==> src/rtl/ppo_pkg.sv <==
// constants shared by the port pin override control block
package ppo_pkg;

    // ==========================================================
    // register byte offsets on the wishbone slave
    localparam logic [7:0] PPO_OFS_DIR = 8'h00;
    localparam logic [7:0] PPO_OFS_OUT = 8'h04;
    localparam logic [7:0] PPO_OFS_PIN = 8'h08;
    localparam logic [7:0] PPO_OFS_CTRL = 8'h0C;
    localparam logic [7:0] PPO_OFS_EXT_EN = 8'h10;
    localparam logic [7:0] PPO_OFS_EXT_SENSE = 8'h14;
    localparam logic [7:0] PPO_OFS_EXT_FLAG = 8'h18;

    // ==========================================================
    // field positions and reset values
    localparam int PPO_CTRL_PUD_BIT = 4;
    localparam logic [7:0] PPO_RST_DIR = 8'h00;
    localparam logic [7:0] PPO_RST_OUT = 8'h00;
    localparam logic [7:0] PPO_RST_CTRL = 8'h00;
    localparam logic [7:0] PPO_RST_EXT_EN = 8'h00;
    localparam logic [15:0] PPO_RST_EXT_SENSE = 16'h0000;
    localparam logic [31:0] PPO_RD_UNMAPPED = 32'h0000_0000;

    // ==========================================================
    // external interrupt sense codes, two bits per pin
    typedef enum logic [1:0]
    {
        PPO_SENSE_LOW,
        PPO_SENSE_ANY,
        PPO_SENSE_FALL,
        PPO_SENSE_RISE
    } ppo_sense_e;

endpackage

==> src/rtl/ppo_port.sv <==
// port pin override control: wishbone registers, pins and interrupt flags
//
// Operation
// - sleep clamps each digital input to ground
// - enabled external interrupt pin escapes sleep clamp
// - clamp release on wake sets a rising or any-change interrupt flag
// - inputs enabled in reset, active and idle
// - software pull-up forced off during reset
// - pull-up from override, else dir/out/pud 010
// - driver enable from override or dir bit
// - driven value from override or out bit
// - toggle override inverts the out bit
// - input enable override bypasses sleep state
// - alt digital input taken before synchroniser
// - analog path wired straight to the pad
// - strobes per port, sleep/pud/clock shared
// - dir one is output, zero input
// - writing one to pin bit toggles out
// - pin read passes through two-stage synchroniser
// - pins tri-stated at once under reset
//
// Implementation choices: the Wishbone slave port and the register addresses.
`timescale 1ns/1ps
module ppo_port
    import ppo_pkg::*;
#(
    parameter int N_PINS = 8
)
(
    // clock and reset
    input wire logic I_REF_CLK,
    input wire logic I_NRST,
    // wishbone classic slave
    input wire logic I_WB_CYC,
    input wire logic I_WB_STB,
    input wire logic I_WB_WE,
    input wire logic [7:0] I_WB_ADR,
    input wire logic [3:0] I_WB_SEL,
    input wire logic [31:0] I_WB_DAT,
    output logic [31:0] O_WB_DAT,
    output logic O_WB_ACK,
    // shared system controls
    input wire logic I_SLEEP,
    // per-pin overrides from peripherals
    input wire logic [N_PINS-1:0] I_PULLUP_OVERRIDE_EN,
    input wire logic [N_PINS-1:0] I_PULLUP_OVERRIDE_VAL,
    input wire logic [N_PINS-1:0] I_DIR_OVERRIDE_EN,
    input wire logic [N_PINS-1:0] I_DIR_OVERRIDE_VAL,
    input wire logic [N_PINS-1:0] I_VALUE_OVERRIDE_EN,
    input wire logic [N_PINS-1:0] I_VALUE_OVERRIDE_VAL,
    input wire logic [N_PINS-1:0] I_TOGGLE_OVERRIDE_EN,
    input wire logic [N_PINS-1:0] I_INPUT_EN_OVERRIDE_EN,
    input wire logic [N_PINS-1:0] I_INPUT_EN_OVERRIDE_VAL,
    // pads
    input wire logic [N_PINS-1:0] I_PAD_IN,
    output logic [N_PINS-1:0] O_PAD_OUT,
    output logic [N_PINS-1:0] O_PAD_OE,
    output logic [N_PINS-1:0] O_PULLUP_EN,
    // toward peripherals
    output logic [N_PINS-1:0] O_ALT_DIGITAL_IN,
    output logic [N_PINS-1:0] O_ALT_ANALOG_IO,
    output logic [N_PINS-1:0] O_EXT_INT_FLAG
);

    // ==========================================================
    // declarations
    logic [N_PINS-1:0] dir_r;
    logic [N_PINS-1:0] dir_nxt;
    logic [N_PINS-1:0] out_r;
    logic [N_PINS-1:0] out_nxt;
    logic [7:0] ctrl_r;
    logic [7:0] ctrl_nxt;
    logic [N_PINS-1:0] ext_en_r;
    logic [N_PINS-1:0] ext_en_nxt;
    logic [2*N_PINS-1:0] sense_r;
    logic [2*N_PINS-1:0] sense_nxt;
    logic [N_PINS-1:0] flag_r;
    logic [N_PINS-1:0] flag_nxt;
    logic [N_PINS-1:0] prev_r;
    logic [N_PINS-1:0] prev_nxt;
    logic [N_PINS-1:0] pin_sync;
    logic [N_PINS-1:0] event_hit;
    logic ack_r;
    logic ack_nxt;
    logic [31:0] rdat_r;
    logic [31:0] rdat_nxt;
    logic [31:0] wmask;
    logic [31:0] wdat;
    logic req;
    logic wr_dir;
    logic wr_out;
    logic wr_pin;
    logic wr_ctrl;
    logic wr_ext_en;
    logic wr_sense;
    logic wr_flag;
    logic pullup_global_disable;

    // ==========================================================
    // bus request decode
    // one new access per request; ack_r blocks a second strobe cycle
    always_comb
    begin
        // reads load on the taking edge, ack rises on that same edge
        req = I_WB_CYC & I_WB_STB & ~ack_r;
        for (int b = 0; b < 4; b++)
        begin
            wmask[8*b +: 8] = {8{I_WB_SEL[b]}};
        end
        wdat = I_WB_DAT & wmask;
        wr_dir = 1'b0;
        wr_out = 1'b0;
        wr_pin = 1'b0;
        wr_ctrl = 1'b0;
        wr_ext_en = 1'b0;
        wr_sense = 1'b0;
        wr_flag = 1'b0;
        // strobes are common to every pin; writes land on the edge the master sees ack
        if (I_WB_CYC && I_WB_STB && I_WB_WE && ack_r)
        begin
            if (I_WB_ADR == PPO_OFS_DIR)
                wr_dir = 1'b1;
            else if (I_WB_ADR == PPO_OFS_OUT)
                wr_out = 1'b1;
            else if (I_WB_ADR == PPO_OFS_PIN)
                wr_pin = 1'b1;
            else if (I_WB_ADR == PPO_OFS_CTRL)
                wr_ctrl = 1'b1;
            else if (I_WB_ADR == PPO_OFS_EXT_EN)
                wr_ext_en = 1'b1;
            else if (I_WB_ADR == PPO_OFS_EXT_SENSE)
                wr_sense = 1'b1;
            else if (I_WB_ADR == PPO_OFS_EXT_FLAG)
                wr_flag = 1'b1;
        end
    end

    // ==========================================================
    // configuration registers
    // byte-lane masked writes; pin writes and toggle override flip out bits
    always_comb
    begin
        dir_nxt = dir_r;
        out_nxt = out_r;
        ctrl_nxt = ctrl_r;
        ext_en_nxt = ext_en_r;
        sense_nxt = sense_r;
        if (wr_dir)
            dir_nxt = (dir_r & ~wmask[N_PINS-1:0]) | wdat[N_PINS-1:0];
        if (wr_out)
            out_nxt = (out_r & ~wmask[N_PINS-1:0]) | wdat[N_PINS-1:0];
        if (wr_pin)
            out_nxt = out_nxt ^ wdat[N_PINS-1:0];
        out_nxt = out_nxt ^ I_TOGGLE_OVERRIDE_EN;
        if (wr_ctrl)
        begin
            // only the pull-up disable bit is writable
            ctrl_nxt[PPO_CTRL_PUD_BIT] = wmask[PPO_CTRL_PUD_BIT]
                ? I_WB_DAT[PPO_CTRL_PUD_BIT] : ctrl_r[PPO_CTRL_PUD_BIT];
        end
        if (wr_ext_en)
            ext_en_nxt = (ext_en_r & ~wmask[N_PINS-1:0]) | wdat[N_PINS-1:0];
        if (wr_sense)
            sense_nxt = (sense_r & ~wmask[2*N_PINS-1:0]) | wdat[2*N_PINS-1:0];
        pullup_global_disable = ctrl_r[PPO_CTRL_PUD_BIT];
    end

    always_ff @(posedge I_REF_CLK or negedge I_NRST)
    begin
        if (!I_NRST)
        begin
            dir_r <= PPO_RST_DIR[N_PINS-1:0];
            out_r <= PPO_RST_OUT[N_PINS-1:0];
            ctrl_r <= PPO_RST_CTRL;
            ext_en_r <= PPO_RST_EXT_EN[N_PINS-1:0];
            sense_r <= PPO_RST_EXT_SENSE[2*N_PINS-1:0];
        end
        else
        begin
            dir_r <= dir_nxt;
            out_r <= out_nxt;
            ctrl_r <= ctrl_nxt;
            ext_en_r <= ext_en_nxt;
            sense_r <= sense_nxt;
        end
    end

    // ==========================================================
    // pin instances
    // each pin owns its overrides; sleep, pud and clock are shared
    generate
        for (genvar p = 0; p < N_PINS; p++)
        begin : g_pin
            ppo_pin u_pin
            (
                .i_clk(I_REF_CLK),
                .i_nrst(I_NRST),
                .i_dir(dir_r[p]),
                .i_out(out_r[p]),
                .i_pud(pullup_global_disable),
                .i_sleep(I_SLEEP),
                .i_ext_en(ext_en_r[p]),
                .i_pu_oe(I_PULLUP_OVERRIDE_EN[p]),
                .i_pu_ov(I_PULLUP_OVERRIDE_VAL[p]),
                .i_dd_oe(I_DIR_OVERRIDE_EN[p]),
                .i_dd_ov(I_DIR_OVERRIDE_VAL[p]),
                .i_pv_oe(I_VALUE_OVERRIDE_EN[p]),
                .i_pv_ov(I_VALUE_OVERRIDE_VAL[p]),
                .i_die_oe(I_INPUT_EN_OVERRIDE_EN[p]),
                .i_die_ov(I_INPUT_EN_OVERRIDE_VAL[p]),
                .i_pad_in(I_PAD_IN[p]),
                .o_pad_out(O_PAD_OUT[p]),
                .o_pad_oe(O_PAD_OE[p]),
                .o_pullup(O_PULLUP_EN[p]),
                .o_alt_din(O_ALT_DIGITAL_IN[p]),
                .o_pin_sync(pin_sync[p])
            );
        end
    endgenerate

    // analog path taps the raw pad, ahead of any clamp or gating
    always_comb
    begin
        O_ALT_ANALOG_IO = I_PAD_IN;
    end

    // ==========================================================
    // external interrupt flags
    // edges and low levels on the synchronised, clamp-gated input; a clamp released
    // on wake-up reads as a rising edge and sets a rising or any-change flag
    always_comb
    begin
        prev_nxt = pin_sync;
        for (int i = 0; i < N_PINS; i++)
        begin
            case (ppo_sense_e'(sense_r[2*i +: 2]))
                PPO_SENSE_LOW:
                    event_hit[i] = ~pin_sync[i];
                PPO_SENSE_ANY:
                    event_hit[i] = pin_sync[i] ^ prev_r[i];
                PPO_SENSE_FALL:
                    event_hit[i] = prev_r[i] & ~pin_sync[i];
                PPO_SENSE_RISE:
                    event_hit[i] = ~prev_r[i] & pin_sync[i];
                default:
                    event_hit[i] = 1'b0;
            endcase
        end
        // write one clears; a same-cycle event wins over the clear
        flag_nxt = flag_r;
        if (wr_flag)
            flag_nxt = flag_r & ~wdat[N_PINS-1:0];
        flag_nxt = flag_nxt | event_hit;
        O_EXT_INT_FLAG = flag_r;
    end

    always_ff @(posedge I_REF_CLK or negedge I_NRST)
    begin
        if (!I_NRST)
        begin
            prev_r <= '0;
            flag_r <= '0;
        end
        else
        begin
            prev_r <= prev_nxt;
            flag_r <= flag_nxt;
        end
    end

    // ==========================================================
    // bus answer
    // registered ack one cycle after the strobe; unmapped reads zero
    always_comb
    begin
        ack_nxt = req;
        rdat_nxt = rdat_r;
        if (req && !I_WB_WE)
        begin
            rdat_nxt = PPO_RD_UNMAPPED;
            if (I_WB_ADR == PPO_OFS_DIR)
                rdat_nxt[N_PINS-1:0] = dir_r;
            else if (I_WB_ADR == PPO_OFS_OUT)
                rdat_nxt[N_PINS-1:0] = out_r;
            else if (I_WB_ADR == PPO_OFS_PIN)
                rdat_nxt[N_PINS-1:0] = pin_sync;
            else if (I_WB_ADR == PPO_OFS_CTRL)
                rdat_nxt[7:0] = ctrl_r;
            else if (I_WB_ADR == PPO_OFS_EXT_EN)
                rdat_nxt[N_PINS-1:0] = ext_en_r;
            else if (I_WB_ADR == PPO_OFS_EXT_SENSE)
                rdat_nxt[2*N_PINS-1:0] = sense_r;
            else if (I_WB_ADR == PPO_OFS_EXT_FLAG)
                rdat_nxt[N_PINS-1:0] = flag_r;
        end
        O_WB_ACK = ack_r;
        O_WB_DAT = rdat_r;
    end

    always_ff @(posedge I_REF_CLK or negedge I_NRST)
    begin
        if (!I_NRST)
        begin
            ack_r <= 1'b0;
            rdat_r <= PPO_RD_UNMAPPED;
        end
        else
        begin
            ack_r <= ack_nxt;
            rdat_r <= rdat_nxt;
        end
    end

endmodule

==> src/rtl/ppo_pin.sv <==
// one port pin: override muxing, sleep clamp, pad drive and input synchroniser
`timescale 1ns/1ps
module ppo_pin
    import ppo_pkg::*;
(
    // clock and reset
    input wire logic i_clk,
    input wire logic i_nrst,
    // register bits and shared controls
    input wire logic i_dir,
    input wire logic i_out,
    input wire logic i_pud,
    input wire logic i_sleep,
    input wire logic i_ext_en,
    // overrides from the owning peripheral
    input wire logic i_pu_oe,
    input wire logic i_pu_ov,
    input wire logic i_dd_oe,
    input wire logic i_dd_ov,
    input wire logic i_pv_oe,
    input wire logic i_pv_ov,
    input wire logic i_die_oe,
    input wire logic i_die_ov,
    // pad side
    input wire logic i_pad_in,
    output logic o_pad_out,
    output logic o_pad_oe,
    output logic o_pullup,
    // toward peripherals and the pin register
    output logic o_alt_din,
    output logic o_pin_sync
);

    logic drv_en;
    logic in_en;
    logic sync1_r;
    logic sync1_nxt;
    logic sync2_r;
    logic sync2_nxt;

    // ==========================================================
    // output path
    // driver enable from override or direction bit
    always_comb
    begin
        drv_en = i_dd_oe ? i_dd_ov : i_dir;
        o_pad_oe = drv_en & i_nrst;
        o_pad_out = drv_en & (i_pv_oe ? i_pv_ov : i_out);
    end

    // pull-up from override or {dir,out,pud} == 010, never in reset
    always_comb
    begin
        if (!i_nrst)
            o_pullup = 1'b0;
        else if (i_pu_oe)
            o_pullup = i_pu_ov;
        else
            o_pullup = ({i_dir, i_out, i_pud} == 3'b010);
    end

    // ==========================================================
    // input path
    // input enable: forced on in reset, override, else sleep clamp
    always_comb
    begin
        if (!i_nrst)
            in_en = 1'b1;
        else if (i_die_oe)
            in_en = i_die_ov;
        else
            in_en = ~i_sleep | i_ext_en;
        o_alt_din = i_pad_in & in_en;
    end

    // two stage synchroniser feeding the pin register read
    always_comb
    begin
        sync1_nxt = o_alt_din;
        sync2_nxt = sync1_r;
        o_pin_sync = sync2_r;
    end

    always_ff @(posedge i_clk or negedge i_nrst)
    begin
        if (!i_nrst)
        begin
            sync1_r <= 1'b0;
            sync2_r <= 1'b0;
        end
        else
        begin
            sync1_r <= sync1_nxt;
            sync2_r <= sync2_nxt;
        end
    end

endmodule

==> config.mk <==
export PLATFORM = sky130hd
export DESIGN_NAME = ppo_port
export DESIGN_NICKNAME = d
export VERILOG_FILES = /design/src/rtl/ppo_pkg.sv /design/src/rtl/ppo_port.sv /design/src/rtl/ppo_pin.sv
export SDC_FILE = /design/constraint.sdc
export NUM_CORES = 1
export LEC_CHECK = 0
export BUFFER_PORTS_ARGS = -buffer_cell sky130_fd_sc_hd__buf_2
export CAP_MARGIN = 20
export CORE_MARGIN = 8
export CORE_UTILIZATION = 30
export CTS_BUF_LIST = sky130_fd_sc_hd__clkbuf_4
export CTS_CLUSTER_SIZE = 28
export DETAILED_ROUTE_END_ITERATION = 10
export PLACE_DENSITY = 0.6
export SLEW_MARGIN = 10
export SYNTH_ARGS = -nofsm -noshare
export SYNTH_HDL_FRONTEND = slang
export SYNTH_HIERARCHICAL = 1
export SYNTH_SLANG_ARGS = --single-unit
==> constraint.sdc <==
create_clock -name I_REF_CLK -period 1.8 [get_ports I_REF_CLK]
set_input_delay 0.27 -clock I_REF_CLK [delete_from_list [all_inputs] [get_ports I_REF_CLK]]
set_output_delay 0.27 -clock I_REF_CLK [all_outputs]
set_load 0.02 [all_outputs]
==> results of run 1 <==
[how the worst max path moves through the flow]
stage                                 endpoint  slack [ns]
floorplan                            flip-flop       -0.15
global placement                     flip-flop       -0.25
detailed placement                   flip-flop       -0.27
CTS                 asynchronous set/reset pin       -0.36
global route                    O_PULLUP_EN[5]       -0.43
finish                          O_PULLUP_EN[3]       -0.32
[synth_stat cells, types with 6 or more instances]
master,count,area (sq um)
sky130_fd_sc_hd__dfrtp_1,90,2252
sky130_fd_sc_hd__nand2_1,41,153.9
sky130_fd_sc_hd__nor2b_1,33,206.5
sky130_fd_sc_hd__inv_1,30,112.6
sky130_fd_sc_hd__mux2_2,29,326.6
sky130_fd_sc_hd__nor2_1,26,97.59
sky130_fd_sc_hd__buf_4,24,180.2
sky130_fd_sc_hd__mux2i_1,23,230.2
sky130_fd_sc_hd__a22o_1,16,140.1
sky130_fd_sc_hd__ha_1,16,200.2
sky130_fd_sc_hd__a21oi_1,15,75.07
sky130_fd_sc_hd__clkbuf_1,14,52.55
sky130_fd_sc_hd__a31oi_1,13,81.33
sky130_fd_sc_hd__a211oi_1,11,82.58
sky130_fd_sc_hd__and3_1,9,56.30
sky130_fd_sc_hd__nand3b_1,9,67.56
sky130_fd_sc_hd__nor3_1,9,45.04
sky130_fd_sc_hd__or4b_1,9,90.09
sky130_fd_sc_hd__a21boi_1,8,60.06
sky130_fd_sc_hd__a32oi_1,8,70.07
sky130_fd_sc_hd__mux2_4,8,120.1
sky130_fd_sc_hd__nand4bb_1,8,90.09
sky130_fd_sc_hd__nand3_1,7,35.03
sky130_fd_sc_hd__o221ai_1,7,61.31
sky130_fd_sc_hd__a2bb2oi_1,6,52.55
sky130_fd_sc_hd__buf_2,6,30.03
sky130_fd_sc_hd__o22ai_1,6,37.54
[worst max-delay path, delay by kind of cell (launching register included)]
| family | cells | cell delay [ns] |
|---|---|---|
| compound gates | 1 | 0.14 |
| buf+inv | 2 | 0.31 |
| flops | 1 | 0.46 |
| simple gates | 1 | 0.46 |
[timing repair]
item / 4_1_cts / 5_1_grt
buffers inserted: 3 / 2
hold endpoints to repair: 78 / 2
endpoints found under the setup margin: 13 / 64
gates resized for setup: 14 / 22
pin swaps: 16 / 11
[logic make-up (layout without fill, tap and decap cells)]
group	Yosys count	count (layout)	synth area share [%]
fa+ha+maj	16	16	3.696
buf+inv	76	306	7.207
simple gates	179	179	19.87
compound gates	97	97	13.42
flops	90	90	41.58
mux	64	64	14.16
other cells	1	19	0.06923
[per-layer routing]
metal / wire (um) / vias up
li1: - / 2368
met4: 445 / 0
met1: 7424 / 2261
met3: 1453 / 21
met2: 8049 / 168
met5: 0 / -
[through the flow]
step           setup slack (ns)  setup TNS, ns
2_1_floorplan           -0.1477         -1.592
3_3_place_gp            -0.2481         -7.275
3_5_place_dp            -0.2691         -7.707
4_1_cts                 -0.3624         -15.48
5_1_grt                 -0.4340         -3.414
6_report                -0.3150         -2.425
[power breakdown]
part / switching [mW] / internal (mW)
Combinational: 0.615 / 0.505
Clock: 0.765 / 0.438
Sequential: 0.0677 / 2.13
Total: 1.45 / 3.07
[final cells by class]
| cell class | instances | area, sq um | share of cell area (%) |
|---|---|---|---|
| clock inverters | 7 | 76.32 | 1.042 |
| flip-flops and latches | 90 | 2255 | 30.77 |
| multi-input cells | 372 | 2884 | 39.36 |
| well taps | 229 | 286.5 | 3.911 |
| diodes | 3 | 7.507 | 0.1025 |
| inverters | 30 | 112.6 | 1.537 |
| repair buffers | 260 | 1638 | 22.35 |
| clock buffers | 9 | 67.56 | 0.9221 |
==> impl_summary.log, run 1 <==
[metrics] final setup violating endpoints: 8
[metrics] vertical die dimension: 150.4 um
[metrics] post-layout power: 4.518 mW
[metrics] cell-by-cell trace of the critical path: buf_6 > or4b_1 > a21boi_1 > buf_4
[metrics] effective utilization at floorplan: 30.36%
[metrics] number of cells on the worst reg-to-reg path: 5
[metrics] total congestion overflow after global routing: 0
[metrics] Final Non-Filler Cells: 1,000
[metrics] mean instance size in the synthesized netlist: 10.36 sq um
[metrics] maximum cell stage delay along the critical path: 0.46 ns
[metrics] clk_skew: 0.02108 ns
[metrics] synth-to-layout area growth: 35.27%
[metrics] Critical Setup Path Class: reg -> out
[metrics] share of synthesized area occupied by flip-flops and latches: 41.58%
[metrics] nature of the critical path endpoint: output port
[metrics] TritonCTS clock tree: built
[metrics] final instance area: 0.007327 sq mm
[metrics] crit path DAT: 1.85 ns
[metrics] Std-Cell Core Area: 0.01784 sq mm
[metrics] met2 usage: 24.60%
[metrics] Max Slew Vio Count: 0
[metrics] hold bufs inserted after CTS: 12
[metrics] RD Place Congestion: 0.8248
[metrics] violated checks: hold timing, setup timing
[metrics] CTS sink cnt: 90
[metrics] static leakage: 3.631 nW
[metrics] number of detailed-routing iterations run before antenna repair: 4
[metrics] clock period minus final worst setup slack: 2.115 ns
[metrics] clock network latency to the later pin of the worst-skew pair: 0.47 ns
[metrics] fmax: 472.8 MHz
[metrics] remaining antenna violation count after routing: 0
[metrics] Routed wire per std cell: 17.37 um
[metrics] post-synthesis async set-or-reset flop share: 100.0%
[metrics] CTS Buf Count: 9
[metrics] yosys warns: 6
[metrics] first-pass GRT wire length: 26.67 mm
[metrics] kind of start point of the critical path: flip-flop
[metrics] area of the mapped netlist: 0.005416 sq mm
[metrics] portion of the clock cycle consumed by the worst path in the final layout: 117.5%
[metrics] DR vias/cell: 4.818
[metrics] RSZ-0062 raised after global routing: yes
[metrics] leading cell types in the layout, fill and taps excluded: sky130_fd_sc_hd__buf_2 (162), sky130_fd_sc_hd__dfrtp_1 (88), sky130_fd_sc_hd__buf_4 (76), sky130_fd_sc_hd__nand2_1 (41), sky130_fd_sc_hd__nor2b_1 (33)
[metrics] standard cell with the maximum stage delay on the critical path: sky130_fd_sc_hd__dfrtp_2
[metrics] leading cell type in the layout, fill and taps excluded: sky130_fd_sc_hd__buf_2
[metrics] register-to-register setup slack: 0.08 ns
[metrics] timing startpoint of the critical path: ctrl_r[4]$_DFFE_PN0P_
[metrics] Final Hold Viols: 2
[metrics] Max rail drop VDD: 253.9 uV
[metrics] met3 track demand over resource: 3.066%
[metrics] worst hold-check path type: in -> async
[metrics] drt total wl: 17.37 mm
[metrics] grt peak-use layer: met2
[metrics] antenna violations before repair: 2
[metrics] power density over the cells: 616.7 mW/mm^2
[metrics] fin nets: 909
[metrics] DP Area: 0.006925 sq mm
[metrics] most used flip-flop cell after synthesis: sky130_fd_sc_hd__dfrtp_1
[metrics] H-tree depth reported by CTS: 3
[metrics] met1 GRT Util: 19.60%
[metrics] result of the run: complete, but fails checks
[metrics] DRC Markers: 0
[metrics] max-cap check violation count: 0
[metrics] number of distinct standard cells referenced by the synthesized netlist: 48
[metrics] Inst Count DP: 964
[metrics] drt first-iter violations: 226
[metrics] gate count after technology mapping: 523
[metrics] final-layout worst hold slack: -0.2221 ns
[metrics] number of enable flip-flop cells after synthesis: 0
[metrics] half-perimeter wire length of the detailed placement result: 13.67 mm
[metrics] clock slew at reported path FFs: 0.15 ns
[metrics] fraction of layout cells with a size suffix above 1: 42.45%
[metrics] total via count after detailed routing: 4,818
[metrics] total of buffers placed on input and output ports: 176
[metrics] maximum number of pins on one net before global-route repair: 36
[metrics] die outline width: 150.4 um
[metrics] beginning of the worst register-to-register path: O_WB_ACK$_DFF_PN0_
[metrics] min setup slack post-route: -0.3150 ns
[metrics] ports placed on the boundary: 211
[metrics] Total GRT Usage: 15.40%
[metrics] CTS root buf: sky130_fd_sc_hd__clkbuf_4
[metrics] Synth Register Bits: 90
[metrics] Layout fillers: 1,771
[metrics] number of buffers on the longest clock path: 2
[metrics] highest net fanout along the worst path: 5
[metrics] vias in the first global route: 4,903
[metrics] number of rows in the core area: 49
[metrics] Critical Path RT: 1.53 ns
[metrics] fraction of the core area covered by cells at the end of the flow: 41.07%
[metrics] die footprint: 0.02261 sq mm
Note: power is estimated with default switching activity, not from simulation.
==> inputs of run 2 (changes only) <==
Settings changed: ABC_AREA set to 1, SLEW_MARGIN 10 to unset.
==> run 2 against run 1 <==
The run now ends clean. Largest power group unchanged. Final area decreased by 6.6%. First-iteration DRC count decreased by 5.8%. Hold slack improved by 0.26 ns. Power decreased by 6.6%. Routed wire length decreased by 9.1%. Die area increased by 0.33%. Register-to-register slack improved by 0.16 ns. Critical path type unchanged. Synthesized area increased by 0.37%. Count of clock-buffer cells in the layout increased by 2.
==> impl_summary.log, run 2 <==
[metrics] result of the run: finished, final reports clean
[metrics] half-perimeter wire length of the detailed placement result: 12.77 mm (-6.6%)
[metrics] maximum number of pins on one net before global-route repair: 36 (unchanged)
[metrics] worst reg2reg path endpoint: O_EXT_INT_FLAG[0]$_DFF_PN0_
[metrics] remaining antenna violation count after routing: 0 (unchanged)
[metrics] Max Slew Vio Count: 0 (unchanged)
[metrics] number of distinct standard cells referenced by the synthesized netlist: 29 (-40%)
[metrics] Critical Setup Path Class: reg -> out
[metrics] first-pass GRT wire length: 24.43 mm (-8.4%)
[metrics] fin nets: 1,077 (+18%)
[metrics] CTS Buf Count: 9 (unchanged)
[metrics] CTS root buf: sky130_fd_sc_hd__clkbuf_4
[metrics] mean instance size in the synthesized netlist: 7.307 sq um (-29%)
[metrics] cell taking the most area after synthesis: sky130_fd_sc_hd__dfrtp_1
[metrics] Routed wire per std cell: 13.54 um (-22%)
[metrics] crit path DAT: 1.45 ns (-0.40 ns)
[metrics] yosys warns: 6 (unchanged)
[metrics] clk_skew: 0.01551 ns (-0.005563 ns)
[metrics] DP Area: 0.006507 sq mm (-6.0%)
[metrics] Final Hold Viols: 0 (-2)
[metrics] clock slew at reported path FFs: 0.14 ns (about the same)
[metrics] timing startpoint of the critical path: ctrl_r[4]$_DFFE_PN0P_
[metrics] highest net fanout along the worst path: 10 (+5)
[metrics] cell types occupying the most area after synthesis: sky130_fd_sc_hd__dfrtp_1 (41%), sky130_fd_sc_hd__nand2_1 (12%), sky130_fd_sc_hd__inv_1 (11%)
[metrics] fmax: 582.4 MHz (+23%)
[metrics] number of buffers on the longest clock path: 2 (unchanged)
[metrics] die outline width: 150.6 um (+0.16%)
[metrics] drt total wl: 15.79 mm (-9.1%)
[metrics] fraction of layout cells with a size suffix above 1: 26.18% (-16 points)
[metrics] RSZ-0062 raised after global routing: yes
[metrics] most used flip-flop cell after synthesis: sky130_fd_sc_hd__dfrtp_1
[metrics] die footprint: 0.02268 sq mm (+0.33%)
[metrics] total of buffers placed on input and output ports: 176 (unchanged)
[metrics] effective utilization at floorplan: 30.37% (about the same)
[metrics] leading cell type in the layout, fill and taps excluded: sky130_fd_sc_hd__nand2_1
[metrics] DR vias/cell: 4.280 (-11%)
[metrics] final setup violating endpoints: 0 (-8)
[metrics] DRC Markers: 0 (unchanged)
[metrics] final-layout setup total negative slack: 0 ns (+2.425 ns)
[metrics] vias in the first global route: 4,775 (-2.6%)
[metrics] ports placed on the boundary: 211 (unchanged)
[metrics] portion of the clock cycle consumed by the worst path in the final layout: 95.39% (-22 points)
[metrics] post-synthesis async set-or-reset flop share: 100.0% (unchanged)
[metrics] total congestion overflow after global routing: 0 (unchanged)
[metrics] share of synthesized area occupied by flip-flops and latches: 41.43% (-0.15 points)
[metrics] Synth Register Bits: 90 (unchanged)
[metrics] max-cap check violation count: 0 (unchanged)
[metrics] antenna violations before repair: 1 (-1)
[metrics] Std-Cell Core Area: 0.01790 sq mm (+0.34%)
[metrics] leading cell types in the layout, fill and taps excluded: sky130_fd_sc_hd__nand2_1 (181), sky130_fd_sc_hd__buf_2 (162), sky130_fd_sc_hd__inv_1 (157), sky130_fd_sc_hd__dfrtp_1 (89), sky130_fd_sc_hd__o21ai_0 (59)
[metrics] number of cells on the worst reg-to-reg path: 4 (-1)
[metrics] drt first-iter violations: 213 (-5.8%)
[metrics] number of detailed-routing iterations run before antenna repair: 4 (unchanged)
[metrics] RD Place Congestion: 0.8332 (+1.0%)
[metrics] capturing element of the worst setup path: O_PULLUP_EN[7]
[metrics] register-to-register setup slack: 0.24 ns (+0.16 ns)
[metrics] gate count after technology mapping: 744 (+42%)
[metrics] number of rows in the core area: 49 (unchanged)
[metrics] post-place setup slack: 0.03743 ns (+0.3066 ns)
[metrics] power density over the cells: 616.7 mW/mm^2 (about the same)
[metrics] most used standard cell by instance count after synthesis: sky130_fd_sc_hd__nand2_1
[metrics] kind of start point of the critical path: flip-flop
[metrics] nature of the critical path endpoint: output port
[metrics] TritonCTS clock tree: built
[metrics] synth-to-layout area growth: 25.82%
[metrics] number of enable flip-flop cells after synthesis: 0 (unchanged)
[metrics] Critical Path RT: 1.53 ns (about the same)
[metrics] static leakage: 3.853 nW (+6.1%)
[metrics] worst hold-check path type: in -> reg
[metrics] clock network latency to the later pin of the worst-skew pair: 0.45 ns (-0.02 ns)
[metrics] min setup slack post-route: 0.08302 ns (+0.3980 ns)
[metrics] Max rail drop VDD: 285.4 uV (+12%)
[metrics] beginning of the worst register-to-register path: O_WB_ACK$_DFF_PN0_
[metrics] Total GRT Usage: 13.63% (-1.8 points)
[metrics] CTS sink cnt: 90 (unchanged)
[metrics] clock period minus final worst setup slack: 1.717 ns (-0.3980 ns)
[metrics] top cell type's share of synthesized area: 41.43% (-0.15 points)
[metrics] final instance area: 0.006840 sq mm (-6.6%)
[metrics] area of the mapped netlist: 0.005436 sq mm (+0.37%)
[metrics] most frequent cells after synthesis: sky130_fd_sc_hd__nand2_1 (181), sky130_fd_sc_hd__inv_1 (157), sky130_fd_sc_hd__dfrtp_1 (90)
[metrics] vertical die dimension: 150.6 um (+0.16%)
[metrics] total via count after detailed routing: 4,991 (+3.6%)
[metrics] Layout fillers: 1,879 (+6.1%)
[metrics] H-tree depth reported by CTS: 3 (unchanged)
==> run 2: worst max-delay path, stage by stage (launching register included) <==
cell and delay, ns:
sky130_fd_sc_hd__dfrtp_2 0.51, sky130_fd_sc_hd__nand3b_1 0.21, sky130_fd_sc_hd__a21oi_2 0.13, sky130_fd_sc_hd__buf_4 0.15
==> run 2: worst min-delay path by stage <==
| stage | start | endpoint | slack (ns) | cells after the start |
|---|---|---|---|---|
| final | I_PAD_IN[4] | g_pin[4].u_pin/sync1_r$_DFF_PN0_ | 0.04 | 3 |
| after global routing | I_PAD_IN[4] | g_pin[4].u_pin/sync1_r$_DFF_PN0_ | 0.008 | 3 |
| after CTS | I_PAD_IN[1] | g_pin[1].u_pin/sync1_r$_DFF_PN0_ | 0.006 | 3 |
| after detailed placement | I_NRST | g_pin[6].u_pin/sync1_r$_DFF_PN0_ | 0.20 | 1 |
| after global placement | I_NRST | g_pin[6].u_pin/sync1_r$_DFF_PN0_ | 0.21 | 1 |
| after floorplan | I_NRST | O_EXT_INT_FLAG[0]$_DFF_PN0_ | -0.03 | 0 |
==> run 2: timing repair <==
action,CTS,global route
pin swaps,0,0
gates resized for setup,2,26
hold buffers,6,0
buffers inserted,0,3
endpoints found under the hold margin,6,0
setup endpoints to repair,9,17
==> run 2: power by group <==
group	switching (mW)	internal, mW	total, mW
logic	0.465	0.298	0.763
registers	0.0681	2.09	2.16
clock network	0.705	0.591	1.30
==> run 2: logic make-up (layout without fill, tap and decap cells) <==
logic type,Yosys count,after routing,synth area share [%]
compound gates,124,124,12.34
xor+xnor,8,8,1.289
fa+ha+maj,16,16,3.682
buf+inv,195,372,15.54
flops,90,90,41.43
other cells,1,17,0.06898
simple gates,310,310,25.66
==> run 2: area by class of cell <==
class,count,area (sq um),area share (%)
Multi-Input combinational cell,474,2449,35.80
Clock inverter,5,78.83,1.152
Antenna cell,1,2.502,0.03658
Clock buffer,11,82.58,1.207
Tap cell,229,286.5,4.189
Sequential cell,90,2253,32.94
Inverter,159,599.3,8.762
Timing Repair Buffer,197,1089,15.91
==> run 2: per-stage QoR <==
stage / total power [mW] / hold slack (ns) / utilization [%] / instances
detailed placement: 2.921 / 0.1988 / 36.35 / 1140
finish: 4.218 / 0.03621 / 38.21 / 1166
floorplan: 2.619 / -0.02559 / - / 759
global placement: 2.910 / 0.2067 / 36.35 / 1140
global route: 4.453 / 0.007735 / 38.21 / 1166
CTS: 4.227 / 0.005717 / 37.61 / 1162
==> run 2: metal layers <==
layer	GRT usage (%)	share of wire (%)
met2	21.82	45
met3	1.954	6.4
met1	18.20	47
met4	5.393	1.7
met5	0	0
